### config.mk
export PLATFORM = sky130hd
export DESIGN_NAME = tmc_top
export DESIGN_NICKNAME = d
export VERILOG_FILES = /design/src/include/tmc_pkg.sv /design/src/logic/tmc_sync.sv /design/src/logic/tmc_uv_filter.sv /design/src/logic/tmc_top.sv
export VERILOG_INCLUDE_DIRS = /design/src /design/src/include
export SDC_FILE = /design/constraint.sdc
export NUM_CORES = 1
export LEC_CHECK = 0
export BUFFER_PORTS_ARGS = -buffer_cell sky130_fd_sc_hd__buf_2
export CORE_UTILIZATION = 45
export CTS_BUF_LIST = sky130_fd_sc_hd__clkbuf_4 sky130_fd_sc_hd__clkbuf_8
export DETAILED_ROUTE_END_ITERATION = 10
export PLACE_DENSITY = 0.66
export SLEW_MARGIN = 20
export SYNTH_ARGS = -nofsm -noshare
export SYNTH_HDL_FRONTEND = slang
export SYNTH_SLANG_ARGS = --single-unit
### constraint.sdc
create_clock -name clk_sys -period 3 [get_ports clk_sys]
set_input_delay 0.15 -clock clk_sys [delete_from_list [all_inputs] [get_ports clk_sys]]
set_output_delay 0.15 -clock clk_sys [all_outputs]
set_load 0.01 [all_outputs]
### src/include/tmc_regs.svh
`ifndef TMC_REGS_SVH
`define TMC_REGS_SVH

// ------------------------------------------------------------------
// clock and time conversion
// ------------------------------------------------------------------
`define TMC_CLK_MHZ          250
// least time in ns to whole cycles, rounded up
`define TMC_NS2CYC_UP(ns)    ((((ns) * `TMC_CLK_MHZ) + 999) / 1000)

// ------------------------------------------------------------------
// timing figures in ns
// ------------------------------------------------------------------
`define TMC_PIN_STABLE_NS    40
`define TMC_UV_DET_NS        1000
`define TMC_UV_REC_NS        1000
`define TMC_GTS_HOLD_NS      20000

// ------------------------------------------------------------------
// register offsets (byte addresses)
// ------------------------------------------------------------------
`define TMC_ADDR_W           4
`define TMC_OFS_STATUS       4'h0
`define TMC_OFS_IRQ_STAT     4'h4
`define TMC_OFS_IRQ_MASK     4'h8

// ------------------------------------------------------------------
// status register fields
// ------------------------------------------------------------------
`define TMC_ST_MODE_LSB      0
`define TMC_ST_LOC_WAKE      3
`define TMC_ST_REM_WAKE      4
`define TMC_ST_WAKE          5
`define TMC_ST_POWER_ON      6
`define TMC_ST_UV_BAT        7
`define TMC_ST_UV_CC         8
`define TMC_ST_UV_IO         9

// ------------------------------------------------------------------
// interrupt status and mask fields, reset values
// ------------------------------------------------------------------
`define TMC_IRQ_W            4
`define TMC_IRQ_LOC          0
`define TMC_IRQ_REM          1
`define TMC_IRQ_UV           2
`define TMC_IRQ_MODE         3
`define TMC_IRQ_MASK_RST     4'h0
`define TMC_IRQ_STAT_RST     4'h0

`endif

### src/include/tmc_pkg.sv
package tmc_pkg;

   // ------------------------------------------------------------------
   // operating modes
   // ------------------------------------------------------------------
   typedef enum logic [2:0] {
      MODE_NORMAL   = 3'b000,
      MODE_RX_ONLY  = 3'b001,
      MODE_STANDBY  = 3'b010,
      MODE_GO_SLEEP = 3'b011,
      MODE_SLEEP    = 3'b100
   } tmc_mode_t;

   // ------------------------------------------------------------------
   // host pin request, coded as {low_power_select_n, mode_en}
   // ------------------------------------------------------------------
   typedef enum logic [1:0] {
      REQ_STANDBY   = 2'b00,
      REQ_GO_SLEEP  = 2'b01,
      REQ_RX_ONLY   = 2'b10,
      REQ_NORMAL    = 2'b11
   } tmc_req_t;

endpackage : tmc_pkg

### src/logic/tmc_sync.sv
`timescale 1ns/1ns

// two-stage synchroniser; stage one feeds stage two only
module tmc_sync #(
   parameter int WIDTH = 2
) (
   input  wire logic             clk_sys,
   input  wire logic             rst_n,
   input  wire logic [WIDTH-1:0] d,
   output logic      [WIDTH-1:0] q
);

   logic [WIDTH-1:0] meta_q;

   // pins have pull-downs, so reset to all zero
   always_ff @(posedge clk_sys) begin
      if (!rst_n) begin
         meta_q <= '0;
         q      <= '0;
      end else begin
         meta_q <= d;
         q      <= meta_q;
      end
   end

endmodule : tmc_sync

### src/logic/tmc_uv_filter.sv
`timescale 1ns/1ns

// undervoltage flag with separate detect and recovery filter times
module tmc_uv_filter #(
   parameter int DET_CYC = 250,
   parameter int REC_CYC = 250
) (
   input  wire logic clk_sys,
   input  wire logic rst_n,
   input  wire logic below,
   input  wire logic force_rec,
   output logic      uv_q
);

   localparam int MAXC = (DET_CYC > REC_CYC) ? DET_CYC : REC_CYC;
   localparam int CW   = $clog2(MAXC + 1);

   logic [CW-1:0] cnt_q;
   logic          set_now;
   logic          rec_now;
   logic          uv_d;

   // a detection in the same cycle as a forced recovery still sets
   assign set_now = !uv_q && below && (cnt_q == CW'(DET_CYC - 1));
   assign rec_now = uv_q && !below && (cnt_q == CW'(REC_CYC - 1));
   assign uv_d    = set_now | (uv_q & !rec_now & !force_rec);

   // counter runs only while the comparator disagrees with the flag
   always_ff @(posedge clk_sys) begin
      if (!rst_n) begin
         uv_q  <= 1'b0;
         cnt_q <= '0;
      end else begin
         uv_q  <= uv_d;
         if ((below != uv_q) && (uv_d == uv_q)) begin
            cnt_q <= cnt_q + CW'(1);
         end else begin
            cnt_q <= '0;
         end
      end
   end

   uv_detect_a : assert property (@(posedge clk_sys) disable iff (!rst_n)
      $rose(uv_q) |-> $past(below) && ($past(cnt_q) == CW'(DET_CYC - 1)))
      else $error("undervoltage flag set without full detect filter");

   uv_recover_a : assert property (@(posedge clk_sys) disable iff (!rst_n)
      $fell(uv_q) |-> $past(force_rec) || ($past(cnt_q) == CW'(REC_CYC - 1)))
      else $error("undervoltage flag cleared without full recovery filter");

endmodule : tmc_uv_filter

### src/logic/tmc_top.sv
`timescale 1ns/1ns
`include "tmc_regs.svh"

module tmc_top #(
   parameter int DATA_W         = 32,
   parameter int PIN_STABLE_CYC = `TMC_NS2CYC_UP(`TMC_PIN_STABLE_NS),
   parameter int UV_DET_CYC     = `TMC_NS2CYC_UP(`TMC_UV_DET_NS),
   parameter int UV_REC_CYC     = `TMC_NS2CYC_UP(`TMC_UV_REC_NS),
   parameter int GTS_CYC        = `TMC_NS2CYC_UP(`TMC_GTS_HOLD_NS)
) (
   input  wire logic                   clk_sys,
   input  wire logic                   rst_n,
   input  wire logic                   mode_en,
   input  wire logic                   low_power_select_n,
   input  wire logic                   wake_n,
   input  wire logic                   bus_wake,
   input  wire logic                   supply_ok,
   input  wire logic                   uv_bat_below,
   input  wire logic                   uv_cc_below,
   input  wire logic                   uv_io_level_supply_below,
   input  wire logic [`TMC_ADDR_W-1:0] addr,
   input  wire logic [DATA_W-1:0]      wr_data,
   input  wire logic                   wr_en,
   input  wire logic                   rd_en,
   output logic      [DATA_W-1:0]      rd_data_q,
   output logic                        irq_q,
   output tmc_pkg::tmc_mode_t          mode_q,
   output logic                        bus_connect_q,
   output logic                        tx_path_q,
   output logic                        low_power_q,
   output logic                        reduced_power_q,
   output logic                        host_wake_n_q
);

   localparam int STB_W = $clog2(PIN_STABLE_CYC + 1);
   localparam int GTS_W = $clog2(GTS_CYC + 1);

   // ------------------------------------------------------------------
   // mode group helpers
   // ------------------------------------------------------------------
   function automatic logic is_normal_grp(input tmc_pkg::tmc_mode_t m);
      is_normal_grp = (m == tmc_pkg::MODE_NORMAL) || (m == tmc_pkg::MODE_RX_ONLY);
   endfunction : is_normal_grp

   function automatic logic is_low_grp(input tmc_pkg::tmc_mode_t m);
      is_low_grp = (m == tmc_pkg::MODE_STANDBY) || (m == tmc_pkg::MODE_GO_SLEEP)
                   || (m == tmc_pkg::MODE_SLEEP);
   endfunction : is_low_grp

   // ------------------------------------------------------------------
   // host pin synchronising and stability filter
   // ------------------------------------------------------------------
   logic [1:0]       pins_s;
   logic [1:0]       cand_q;
   logic [1:0]       pins_q;
   logic [STB_W-1:0] stab_cnt_q;

   tmc_sync #(
      .WIDTH (2)
   ) u_pin_sync (
      .clk_sys (clk_sys),
      .rst_n   (rst_n),
      .d       ({low_power_select_n, mode_en}),
      .q       (pins_s)
   );

   // a combination is only decoded after it held for the full window
   always_ff @(posedge clk_sys) begin
      if (!rst_n) begin
         cand_q     <= 2'h0;
         pins_q     <= 2'h0;
         stab_cnt_q <= '0;
      end else if (pins_s != cand_q) begin
         cand_q     <= pins_s;
         stab_cnt_q <= '0;
      end else if (stab_cnt_q != STB_W'(PIN_STABLE_CYC - 1)) begin
         stab_cnt_q <= stab_cnt_q + STB_W'(1);
      end else begin
         pins_q     <= cand_q;
      end
   end

   pin_stable_a : assert property (@(posedge clk_sys) disable iff (!rst_n)
      $changed(pins_q) |-> ($past(cand_q) == pins_q)
                           && ($past(stab_cnt_q) == STB_W'(PIN_STABLE_CYC - 1)))
      else $error("mode pins decoded before stable window elapsed");

   // ------------------------------------------------------------------
   // supply undervoltage monitoring
   // ------------------------------------------------------------------
   logic [2:0] uv_w;
   logic [2:0] uv_prev_q;
   logic       any_uv;
   logic       uv_rise;
   logic       bat_recovered;
   logic       wake_rise;

   assign any_uv        = |uv_w;
   assign uv_rise       = |(uv_w & ~uv_prev_q);
   assign bat_recovered = uv_prev_q[0] & !uv_w[0];

   // each supply gets its own filter; wake forces recovery of all
   tmc_uv_filter #(.DET_CYC(UV_DET_CYC), .REC_CYC(UV_REC_CYC)) u_uv_bat (
      .clk_sys   (clk_sys),
      .rst_n     (rst_n),
      .below     (uv_bat_below),
      .force_rec (wake_rise),
      .uv_q      (uv_w[0])
   );
   tmc_uv_filter #(.DET_CYC(UV_DET_CYC), .REC_CYC(UV_REC_CYC)) u_uv_cc (
      .clk_sys   (clk_sys),
      .rst_n     (rst_n),
      .below     (uv_cc_below),
      .force_rec (wake_rise | bat_recovered),
      .uv_q      (uv_w[1])
   );
   tmc_uv_filter #(.DET_CYC(UV_DET_CYC), .REC_CYC(UV_REC_CYC)) u_uv_io (
      .clk_sys   (clk_sys),
      .rst_n     (rst_n),
      .below     (uv_io_level_supply_below),
      .force_rec (wake_rise),
      .uv_q      (uv_w[2])
   );

   // previous flags, for edge detection
   always_ff @(posedge clk_sys) begin
      if (!rst_n) begin
         uv_prev_q <= 3'h0;
      end else begin
         uv_prev_q <= uv_w;
      end
   end

   // ------------------------------------------------------------------
   // operating mode state machine
   // ------------------------------------------------------------------
   tmc_pkg::tmc_req_t  req;
   tmc_pkg::tmc_mode_t req_mode;
   tmc_pkg::tmc_mode_t mode_d;
   logic [GTS_W-1:0]   gts_cnt_q;
   logic               wake_q;
   logic               req_normal;

   assign req        = tmc_pkg::tmc_req_t'(pins_q);
   assign req_normal = (req == tmc_pkg::REQ_NORMAL) || (req == tmc_pkg::REQ_RX_ONLY);

   // pin decode; sleep is never requested directly, only go-to-sleep
   always_comb begin
      unique case (req)
         tmc_pkg::REQ_NORMAL:   req_mode = tmc_pkg::MODE_NORMAL;
         tmc_pkg::REQ_RX_ONLY:  req_mode = tmc_pkg::MODE_RX_ONLY;
         tmc_pkg::REQ_GO_SLEEP: req_mode = tmc_pkg::MODE_GO_SLEEP;
         tmc_pkg::REQ_STANDBY:  req_mode = tmc_pkg::MODE_STANDBY;
      endcase
   end

   // next mode from pins, undervoltage and pending wakeup
   always_comb begin
      mode_d = mode_q;
      unique case (mode_q)
         tmc_pkg::MODE_NORMAL, tmc_pkg::MODE_RX_ONLY: begin
            if (any_uv) begin
               mode_d = tmc_pkg::MODE_STANDBY;
            end else begin
               mode_d = req_mode;
            end
         end
         tmc_pkg::MODE_STANDBY: begin
            if (!any_uv && req_normal) begin
               mode_d = req_mode;
            end else if ((req == tmc_pkg::REQ_GO_SLEEP) && !wake_q) begin
               mode_d = tmc_pkg::MODE_GO_SLEEP;
            end
         end
         tmc_pkg::MODE_GO_SLEEP: begin
            if (wake_q) begin
               mode_d = tmc_pkg::MODE_STANDBY;
            end else if (!any_uv && req_normal) begin
               mode_d = req_mode;
            end else if (req == tmc_pkg::REQ_STANDBY) begin
               mode_d = tmc_pkg::MODE_STANDBY;
            end else if (gts_cnt_q == GTS_W'(GTS_CYC - 1)) begin
               mode_d = tmc_pkg::MODE_SLEEP;
            end
         end
         tmc_pkg::MODE_SLEEP: begin
            if (wake_q) begin
               mode_d = tmc_pkg::MODE_STANDBY;
            end else if (!any_uv && req_normal) begin
               mode_d = req_mode;
            end
         end
         default: mode_d = tmc_pkg::MODE_STANDBY;
      endcase
   end

   // mode register and go-to-sleep dwell counter
   always_ff @(posedge clk_sys) begin
      if (!rst_n) begin
         mode_q    <= tmc_pkg::MODE_STANDBY;
         gts_cnt_q <= '0;
      end else begin
         mode_q    <= mode_d;
         if ((mode_q == tmc_pkg::MODE_GO_SLEEP) && (mode_d == tmc_pkg::MODE_GO_SLEEP)) begin
            gts_cnt_q <= gts_cnt_q + GTS_W'(1);
         end else begin
            gts_cnt_q <= '0;
         end
      end
   end

   sleep_via_gts_a : assert property (@(posedge clk_sys) disable iff (!rst_n)
      (mode_q == tmc_pkg::MODE_SLEEP) && ($past(mode_q) != tmc_pkg::MODE_SLEEP)
      |-> ($past(mode_q) == tmc_pkg::MODE_GO_SLEEP)
          && ($past(gts_cnt_q) == GTS_W'(GTS_CYC - 1)))
      else $error("sleep entered without full go-to-sleep dwell");

   pins_followed_a : assert property (@(posedge clk_sys) disable iff (!rst_n)
      is_normal_grp(mode_q) && !any_uv && (req == tmc_pkg::REQ_RX_ONLY)
      |=> (mode_q == tmc_pkg::MODE_RX_ONLY))
      else $error("receive-only request not followed with good supplies");

   uv_leaves_normal_a : assert property (@(posedge clk_sys) disable iff (!rst_n)
      is_normal_grp(mode_q) && any_uv |=> (mode_q == tmc_pkg::MODE_STANDBY))
      else $error("undervoltage did not force standby");

   // ------------------------------------------------------------------
   // wakeup and power-on flags
   // ------------------------------------------------------------------
   logic lp_now;
   logic lp_entry;
   logic normal_entry;
   logic loc_set;
   logic rem_set;
   logic loc_q;
   logic rem_q;
   logic loc_rise;
   logic rem_rise;
   logic wake_d;
   logic por_q;
   logic sup_prev_q;

   assign lp_now       = is_low_grp(mode_q);
   assign lp_entry     = is_low_grp(mode_d) && !lp_now;
   assign normal_entry = (mode_d == tmc_pkg::MODE_NORMAL) && (mode_q != tmc_pkg::MODE_NORMAL);
   assign loc_set      = lp_now && !wake_n;
   assign rem_set      = lp_now && bus_wake;
   assign loc_rise     = loc_set && !loc_q;
   assign rem_rise     = rem_set && !rem_q;
   // set beats every clear arriving in the same cycle
   assign wake_d       = loc_rise | rem_rise
                         | (wake_q & !(normal_entry | lp_entry | uv_rise));
   assign wake_rise    = wake_d && !wake_q;

   // sticky flags, set wins over clear
   always_ff @(posedge clk_sys) begin
      if (!rst_n) begin
         loc_q      <= 1'b0;
         rem_q      <= 1'b0;
         wake_q     <= 1'b0;
         por_q      <= 1'b0;
         sup_prev_q <= 1'b0;
      end else begin
         loc_q      <= loc_set | (loc_q & !lp_entry);
         rem_q      <= rem_set | (rem_q & !lp_entry);
         wake_q     <= wake_d;
         sup_prev_q <= supply_ok;
         por_q      <= (supply_ok & !sup_prev_q) | (por_q & !normal_entry);
      end
   end

   loc_wake_set_a : assert property (@(posedge clk_sys) disable iff (!rst_n)
      lp_now && !wake_n |=> loc_q)
      else $error("local wake flag missed a low wake input");

   rem_wake_clr_a : assert property (@(posedge clk_sys) disable iff (!rst_n)
      lp_entry && !rem_set |=> !rem_q)
      else $error("remote wake flag not cleared on low-power entry");

   wake_comb_a : assert property (@(posedge clk_sys) disable iff (!rst_n)
      $rose(loc_q) || $rose(rem_q) |-> wake_q)
      else $error("combined wake flag not set by a wake source");

   power_on_a : assert property (@(posedge clk_sys) disable iff (!rst_n)
      supply_ok && !sup_prev_q |=> por_q ##0 (!normal_entry [*1]))
      else $error("power-on flag not set on supply good");

   // ------------------------------------------------------------------
   // mode-dependent outputs, registered from the next mode
   // ------------------------------------------------------------------
   always_ff @(posedge clk_sys) begin
      if (!rst_n) begin
         bus_connect_q   <= 1'b0;
         tx_path_q       <= 1'b0;
         low_power_q     <= 1'b1;
         reduced_power_q <= 1'b1;
         host_wake_n_q   <= 1'b1;
      end else begin
         bus_connect_q   <= is_normal_grp(mode_d);
         tx_path_q       <= (mode_d == tmc_pkg::MODE_NORMAL);
         low_power_q     <= is_low_grp(mode_d);
         reduced_power_q <= (mode_d == tmc_pkg::MODE_STANDBY)
                            || (mode_d == tmc_pkg::MODE_SLEEP);
         host_wake_n_q   <= !(wake_d && is_low_grp(mode_d));
      end
   end

   bus_connect_a : assert property (@(posedge clk_sys) disable iff (!rst_n)
      bus_connect_q == is_normal_grp(mode_q))
      else $error("bus connection does not match mode");

   reduced_pwr_a : assert property (@(posedge clk_sys) disable iff (!rst_n)
      reduced_power_q |-> !bus_connect_q && low_power_q)
      else $error("reduced power while bus connected");

   host_wake_a : assert property (@(posedge clk_sys) disable iff (!rst_n)
      $rose(loc_q) && is_low_grp(mode_q) |-> !host_wake_n_q)
      else $error("host not told of local wakeup");

   sleep_seen_c    : cover property (@(posedge clk_sys) disable iff (!rst_n)
      (mode_q == tmc_pkg::MODE_GO_SLEEP) ##1 (mode_q == tmc_pkg::MODE_SLEEP));
   wake_standby_c  : cover property (@(posedge clk_sys) disable iff (!rst_n)
      (mode_q == tmc_pkg::MODE_SLEEP) ##1 (mode_q == tmc_pkg::MODE_STANDBY) && wake_q);
   normal_seen_c   : cover property (@(posedge clk_sys) disable iff (!rst_n)
      (mode_q == tmc_pkg::MODE_STANDBY) ##1 (mode_q == tmc_pkg::MODE_NORMAL));

   // ------------------------------------------------------------------
   // register slave and interrupt
   // ------------------------------------------------------------------
   logic [`TMC_IRQ_W-1:0] irq_stat_q;
   logic [`TMC_IRQ_W-1:0] irq_stat_d;
   logic [`TMC_IRQ_W-1:0] irq_mask_q;
   logic [`TMC_IRQ_W-1:0] irq_ev;
   logic [DATA_W-1:0]     status_w;
   logic [DATA_W-1:0]     rd_mux;
   logic                  stat_rd;

   assign stat_rd = rd_en && (addr == `TMC_OFS_IRQ_STAT);

   // events; a read clear never swallows an event of the same cycle
   always_comb begin
      irq_ev                = '0;
      irq_ev[`TMC_IRQ_LOC]  = loc_rise;
      irq_ev[`TMC_IRQ_REM]  = rem_rise;
      irq_ev[`TMC_IRQ_UV]   = uv_rise;
      irq_ev[`TMC_IRQ_MODE] = (mode_d != mode_q);
      irq_stat_d            = (stat_rd ? `TMC_IRQ_STAT_RST : irq_stat_q) | irq_ev;
   end

   // status word and read mux; unmapped reads return zero
   always_comb begin
      status_w                             = '0;
      status_w[`TMC_ST_MODE_LSB +: 3]      = mode_q;
      status_w[`TMC_ST_LOC_WAKE]           = loc_q;
      status_w[`TMC_ST_REM_WAKE]           = rem_q;
      status_w[`TMC_ST_WAKE]               = wake_q;
      status_w[`TMC_ST_POWER_ON]           = por_q;
      status_w[`TMC_ST_UV_BAT]             = uv_w[0];
      status_w[`TMC_ST_UV_CC]              = uv_w[1];
      status_w[`TMC_ST_UV_IO]              = uv_w[2];
      rd_mux                               = '0;
      unique case (addr)
         `TMC_OFS_STATUS:   rd_mux = status_w;
         `TMC_OFS_IRQ_STAT: rd_mux[`TMC_IRQ_W-1:0] = irq_stat_q;
         `TMC_OFS_IRQ_MASK: rd_mux[`TMC_IRQ_W-1:0] = irq_mask_q;
         default:           rd_mux = '0;
      endcase
   end

   // read data stands only in the cycle after the strobe
   always_ff @(posedge clk_sys) begin
      if (!rst_n) begin
         rd_data_q  <= '0;
         irq_stat_q <= `TMC_IRQ_STAT_RST;
         irq_mask_q <= `TMC_IRQ_MASK_RST;
         irq_q      <= 1'b0;
      end else begin
         rd_data_q  <= rd_en ? rd_mux : '0;
         irq_stat_q <= irq_stat_d;
         if (wr_en && (addr == `TMC_OFS_IRQ_MASK)) begin
            irq_mask_q <= wr_data[`TMC_IRQ_W-1:0];
            irq_q      <= |(irq_stat_d & wr_data[`TMC_IRQ_W-1:0]);
         end else begin
            irq_q      <= |(irq_stat_d & irq_mask_q);
         end
      end
   end

endmodule : tmc_top

# ---- Word-level counts from Yosys, hierarchy flattened
# Index checks and enable logic that the tools add are counted.
dict set report word_totals {
  register_bits 109
  latch_bits 0
  ram_bits 0
  mem_bits_ro 0
  inputBits 48
  output_inout_bits 41
  wordCells 180
  memories 0
}
dict set report classes {
  addsub 5
  mul 0
  div_mod_pow 0
  order_cmp 0
  eq_ne 26
  n_shift 0
  n_mux 14
  n_bitwise 31
  n_reduce_logical 75
}
# op count
set op_table {}
lappend op_table {{1-bit logical AND} 28}
lappend op_table {{3-bit 2-to-1 mux} 9}
lappend op_table {{8-bit by 1-bit adder with 8-bit output (second input constant)} 3}
lappend op_table {{8-bit equality test (second input constant)} 3}
lappend op_table {{3-bit case mux with 4 select lines} 2}
lappend op_table {{1-bit logical NOT} 22}
lappend op_table {{13-bit by 1-bit adder with 13-bit output (second input constant)} 1}
lappend op_table {{13-bit equality test (second input constant)} 1}
lappend op_table {{1-bit bitwise AND} 12}
lappend op_table {{3-bit by 2-bit equality test with 1-bit output (second input constant)} 4}
lappend op_table {{4-bit case mux with 3 select lines} 1}
lappend op_table {{2-bit AND reduction} 6}
lappend op_table {{1-bit bitwise OR} 11}
lappend op_table {{4-bit bitwise AND} 2}
lappend op_table {{4-bit OR reduction} 2}
lappend op_table {{1-bit logical OR} 7}
lappend op_table {{3-bit by 1-bit equality test with 1-bit output (second input constant)} 2}
lappend op_table {{3-bit equality test (second input constant)} 2}
lappend op_table {{3-bit logical NOT} 2}
lappend op_table {{3-bit OR reduction} 2}
lappend op_table {{4-bit by 1-bit adder with 4-bit output (second input constant)} 1}
lappend op_table {{2-bit equality test (second input constant)} 2}
lappend op_table {{4-bit by 3-bit equality test with 1-bit output (second input constant)} 1}
lappend op_table {{4-bit equality test (second input constant)} 1}
lappend op_table {{other kinds (17)} 24}

# ---- Longest topological paths before layout
dict set report depth {
  word_depth 23
  ltp_mapped 10
}

# ---- Modules after synthesis
# A second synthesis with hierarchy kept.
dict set report unflattened {
  cells_unflattened 471
  area_unflattened_um2 4346.7
}
# mod instances cells_per_inst area_each_um2 seq_area_each_um2
set by_module_without_submodules {}
lappend by_module_without_submodules {tmc_top 1 310 2713.9 1121.1}
lappend by_module_without_submodules {tmc_uv_filter 3 51 509.2 180.2}
lappend by_module_without_submodules {tmc_sync 1 8 105.1 80.1}

# ---- Worst setup path before layout
# OpenSTA, ideal clock, no wires.
dict set report synth_timing {
  kind {register -> register}
  start {reg pins_q[0]}
  end {reg gts_cnt_q[7]}
  setup_time_ns 0.062
  t_arrival_ns 2.222
  setup_slack_ns 0.716
  stages_incl_launch_ff 11
  n_path_buf 2
  synth_period_minus_slack_ns 2.284
  cell_sequence {dfxtp_1 -> inv_1 -> ha_1 -> or2_0 -> buf_2 -> a2111o_1 -> o221ai_2 -> nand2_1 -> a211o_1 -> buf_6 -> nor2_2}
}
dict set report synth_between {
  elab_chain_cells 9
  word_cells_on_any_way 20
}
# item line
set synth_rtl {}
lappend synth_rtl {{start, declared} tmc_top.sv:55} ;# logic [1:0] pins_q;
lappend synth_rtl {{start signal, assigned} tmc_top.sv:79} ;# pins_q <= cand_q;
lappend synth_rtl {{parallel branches: the longest is 5 deep, another holds 3-bit case mux with 4 select lines} -}
lappend synth_rtl {{3-bit case mux with 4 select lines *} tmc_top.sv:160} ;# unique case (mode_q)
lappend synth_rtl {{3-bit by 2-bit equality test with 1-bit output *} tmc_top.sv:204} ;# if ((mode_q == tmc_pkg::MODE_GO_SLEEP) && (mode_d == tmc_pkg::MODE_GO_SLEEP)) begin
lappend synth_rtl {{1-bit logical AND *} tmc_top.sv:204}
lappend synth_rtl {{2-bit AND reduction (no source line) *} -}
lappend synth_rtl {{end signal, assigned} tmc_top.sv:205} ;# gts_cnt_q <= gts_cnt_q + GTS_W'(1);
lappend synth_rtl {{end, declared} tmc_top.sv:140} ;# logic [GTS_W-1:0] gts_cnt_q;
# Mark *: on every way between the ends. The select of a mux whose other input is x is not followed.
# A chain may end at the register's enable or synchronous reset.

# ---- Final worst setup path
# Ends and elaborated chain as after synthesis.

==> impl_metrics.csv <==
group,metric,value,unit
pwr,power,0.00212,W
sta,hold_slack,0.0231,ns
clocking,cts.clk_slew.worst_paths,0.08,ns
sta,totalNegativeSetupSlack,0,ns
yosys,synthArstFlopShare,0,%
floorplan,die_h,97.2,um
setup_path,ff2ff_setup_slack,0.41,ns
clocking,clockBufferDepth,2,
drt,via_per_inst,4.97,
min_path,hp-class,"in -> reg",
yosys,ys_ff_latch,87,
global_route,track_usage,16.5,%
setup_path,cp.required,3.27,ns
pwr,p_sw,0.000464,W
floorplan,die-area,0.00945,mm^2
yosys,ys_warn_count,0,
drt,dr.pass1.iters,4,
drt,drc,0,
sta,finClkSkew,0.00836,ns
floorplan,num_rows,34,
pwr,power_switching_share,21.9,%
pwr,clkPwrFrac,38.6,%
yosys,yosysTopAreaCell,"dfxtp_1",
sta,setup_slack,0.408,ns
job,cap_viol_max_count,0,
sta,fmax,386,MHz
setup_path,crit_arrival,2.87,ns
drt,ant_nets,0,
clocking,cts.repair.resized,0,
clocking,cts_root_buf,"clkbuf_8",
pwr,power_density,472,mW/mm^2
placed_design,hpwl,5370,um
placed_design,io_buffers,38,
yosys,syn_avg_cell_area,9.06,um^2
yosys,synth_cells,450,
pwr,leakagePower,1.80,nW
finish,layout-area-overhead-vs-synth,9.94,%
yosys,yosysUniqueCellTypes,58,
finish,antenna_cells,0,
clocking,htree_levels,3,
setup_path,crit_type,"reg -> reg",
setup_path,crit_path_max_fanout,13,
yosys,synth_area,0.00408,mm^2
sta,setup_violations,0,
floorplan,io_pins,89,
clocking,cts_inserted_buffers,9,
finish,post-route-util,51.2,%
global_route,grt_pass1_vias,2834,
pwr,p_comb_share,5.3,%
pwr,vdd_drop_max,0.218,mV
global_route,grt_first_pass_wirelength,12800,um
yosys,ys.flop_type,"dfxtp_1",
sta,period_share,86.4,%
drt,wire_per_inst,12.0,um
finish,nets,556,
clocking,clk_latency,0.34,ns
sta,max_slew_margin,61.1,%
floorplan,core_area,0.00876,mm^2
sta,drv_slew,0,
sta,tightest_slew,0.580,ns
setup_path,cp-start-kind,"flop",
finish,layout_common_cells,"dfxtp_1, nor2_1, buf_2",
placed_design,place_congestion,0.800,
pwr,seq_power_share,56.2,%
sta,rsz0062_at_grt,"false",
global_route,grt_max_degree,23,
drt,num_vias,2993,
yosys,yosys-top-cells-area,"dfxtp_1, ha_1, nor2_1",
sta,hold_viol_final,0,
clocking,cts_hold_buf,1,
floorplan,start_util,46.5,%
yosys,yosysTopAreaCellShare,42.7,%
clocking,cts.sinks,87,
pwr,p_int,0.00165,W
finish,drive_gt1_share,15.2,%
drt,wl,7200,um
global_route,antenna_found_initial,0,
floorplan,fp.dieW,97.2,um
finish,final_common_cell,"dfxtp_1",
yosys,synth-edff-count,0,
drt,first_iter_violations,114,
status,status,"complete, no violations",
clocking,cts_tree,"built",
yosys,yosysSeqAreaShare,42.7,%
placed_design,preCtsSetupSlack,0.428,ns
sta,period_minus_slack,2.59,ns
clocking,postCtsSetupBuffers,0,
global_route,grt.overflow.total,0,
setup_path,worst_setup_path_end_kind,"flop",
-- kinds of logic after synthesis --
group,Yosys count,share of synthesized area [%]
buf+inv,56,7.58
flops,87,42.7
other cells,1,0.0919
fa+ha+maj,19,5.83
mux,11,2.70
xor+xnor,33,7.09
compound gates,54,9.57
simple gates,189,24.4
-- power groups by stage --
stage	sequential (W)	clock [W]	combinational, W
finish	0.00119	0.000816	0.000111
floorplan	0.00121	0	0.000100
global route	0.00119	0.000900	0.000128
CTS	0.00119	0.000844	0.000112
detailed placement	0.00122	0	0.000110
global placement	0.00122	0	0.000108
-- Yosys cell counts (all sizes together), types with 3 or more instances --
| library cell | instances |
|---|---|
| nor2b | 16 |
| and3 | 5 |
| and2 | 15 |
| a22oi | 3 |
| buf | 28 |
| o21ai | 6 |
| nor3 | 8 |
| xnor2 | 13 |
| nor4 | 6 |
| a21boi | 4 |
| nand2 | 26 |
| nand3 | 18 |
| nor2 | 66 |
| o221ai | 3 |
| o22ai | 5 |
| nand3b | 3 |
| clkbuf | 6 |
| nand2b | 6 |
| mux2i | 11 |
| or2 | 4 |
| nand4 | 4 |
| a31oi | 3 |
| a21oi | 10 |
| ha | 19 |
| xor2 | 20 |
| dfxtp | 87 |
| inv | 22 |
| a21o | 3 |
-- registers in the layout, indices dropped and copies added, names as in the netlist, 2 cells and up --
| name | flops |
|---|---|
| u_uv_bat.cnt_q | 8 |
| irq_stat_q | 4 |
| u_uv_io.cnt_q | 8 |
| rd_data_q | 10 |
| pins_q | 2 |
| u_pin_sync.meta_q | 2 |
| u_uv_cc.cnt_q | 8 |
| u_pin_sync.q | 2 |
| cand_q | 2 |
| mode_q | 3 |
| irq_mask_q | 4 |
| uv_prev_q | 3 |
| gts_cnt_q | 13 |
| stab_cnt_q | 4 |
-- worst max-delay path, cell delays in order, from the launching register on --
cell	delay, ns
dfxtp_1	0.39
inv_1	0.08
ha_1	0.21
or2_0	0.32
a2111o_1	0.49
o221ai_2	0.23
nand2_1	0.10
a211o_1	0.52
nor2_2	0.18
-- cell type report --
| type | count | area, um^2 |
|---|---|---|
| Inverter | 22 | 82.6 |
| Timing Repair Buffer | 41 | 215 |
| Clock inverter | 3 | 42.5 |
| Tap cell | 108 | 135 |
| Multi-Input combinational cell | 328 | 2110 |
| Clock buffer | 13 | 160 |
| Sequential cell | 87 | 1740 |
| Fill cell | 836 | 4280 |
-- per-stage QoR --
stage / area, um^2 / cells
2_1_floorplan: 4160 / 471
3_3_place_gp: 4270 / 585
3_5_place_dp: 4270 / 585
4_1_cts: 4480 / 602
5_1_grt: 4480 / 602
6_report: 4480 / 602
-- worst paths after layout --
path,startpoint,endpoint,cells after the start
max,pins_q[0]$_SDFFE_PN0P_,gts_cnt_q[7]$_SDFF_PN0_,8
min,supply_ok,sup_prev_q$_SDFF_PN0_,3
max reg2reg,pins_q[0]$_SDFFE_PN0P_,gts_cnt_q[7]$_SDFF_PN0_,8
min reg2reg,u_pin_sync.meta_q[1]$_SDFF_PN0_,u_pin_sync.q[1]$_SDFF_PN0_,1
-- metal layers --
layer,vias up,wire length [um],global-route usage (%)
li1,1549,-,-
met1,1378,3540,21.4
met2,61,3280,26.7
met3,5,301,3.45
met4,0,76,6.54
met5,-,0,0
No activity file was read; power rests on OpenSTA's default activity.
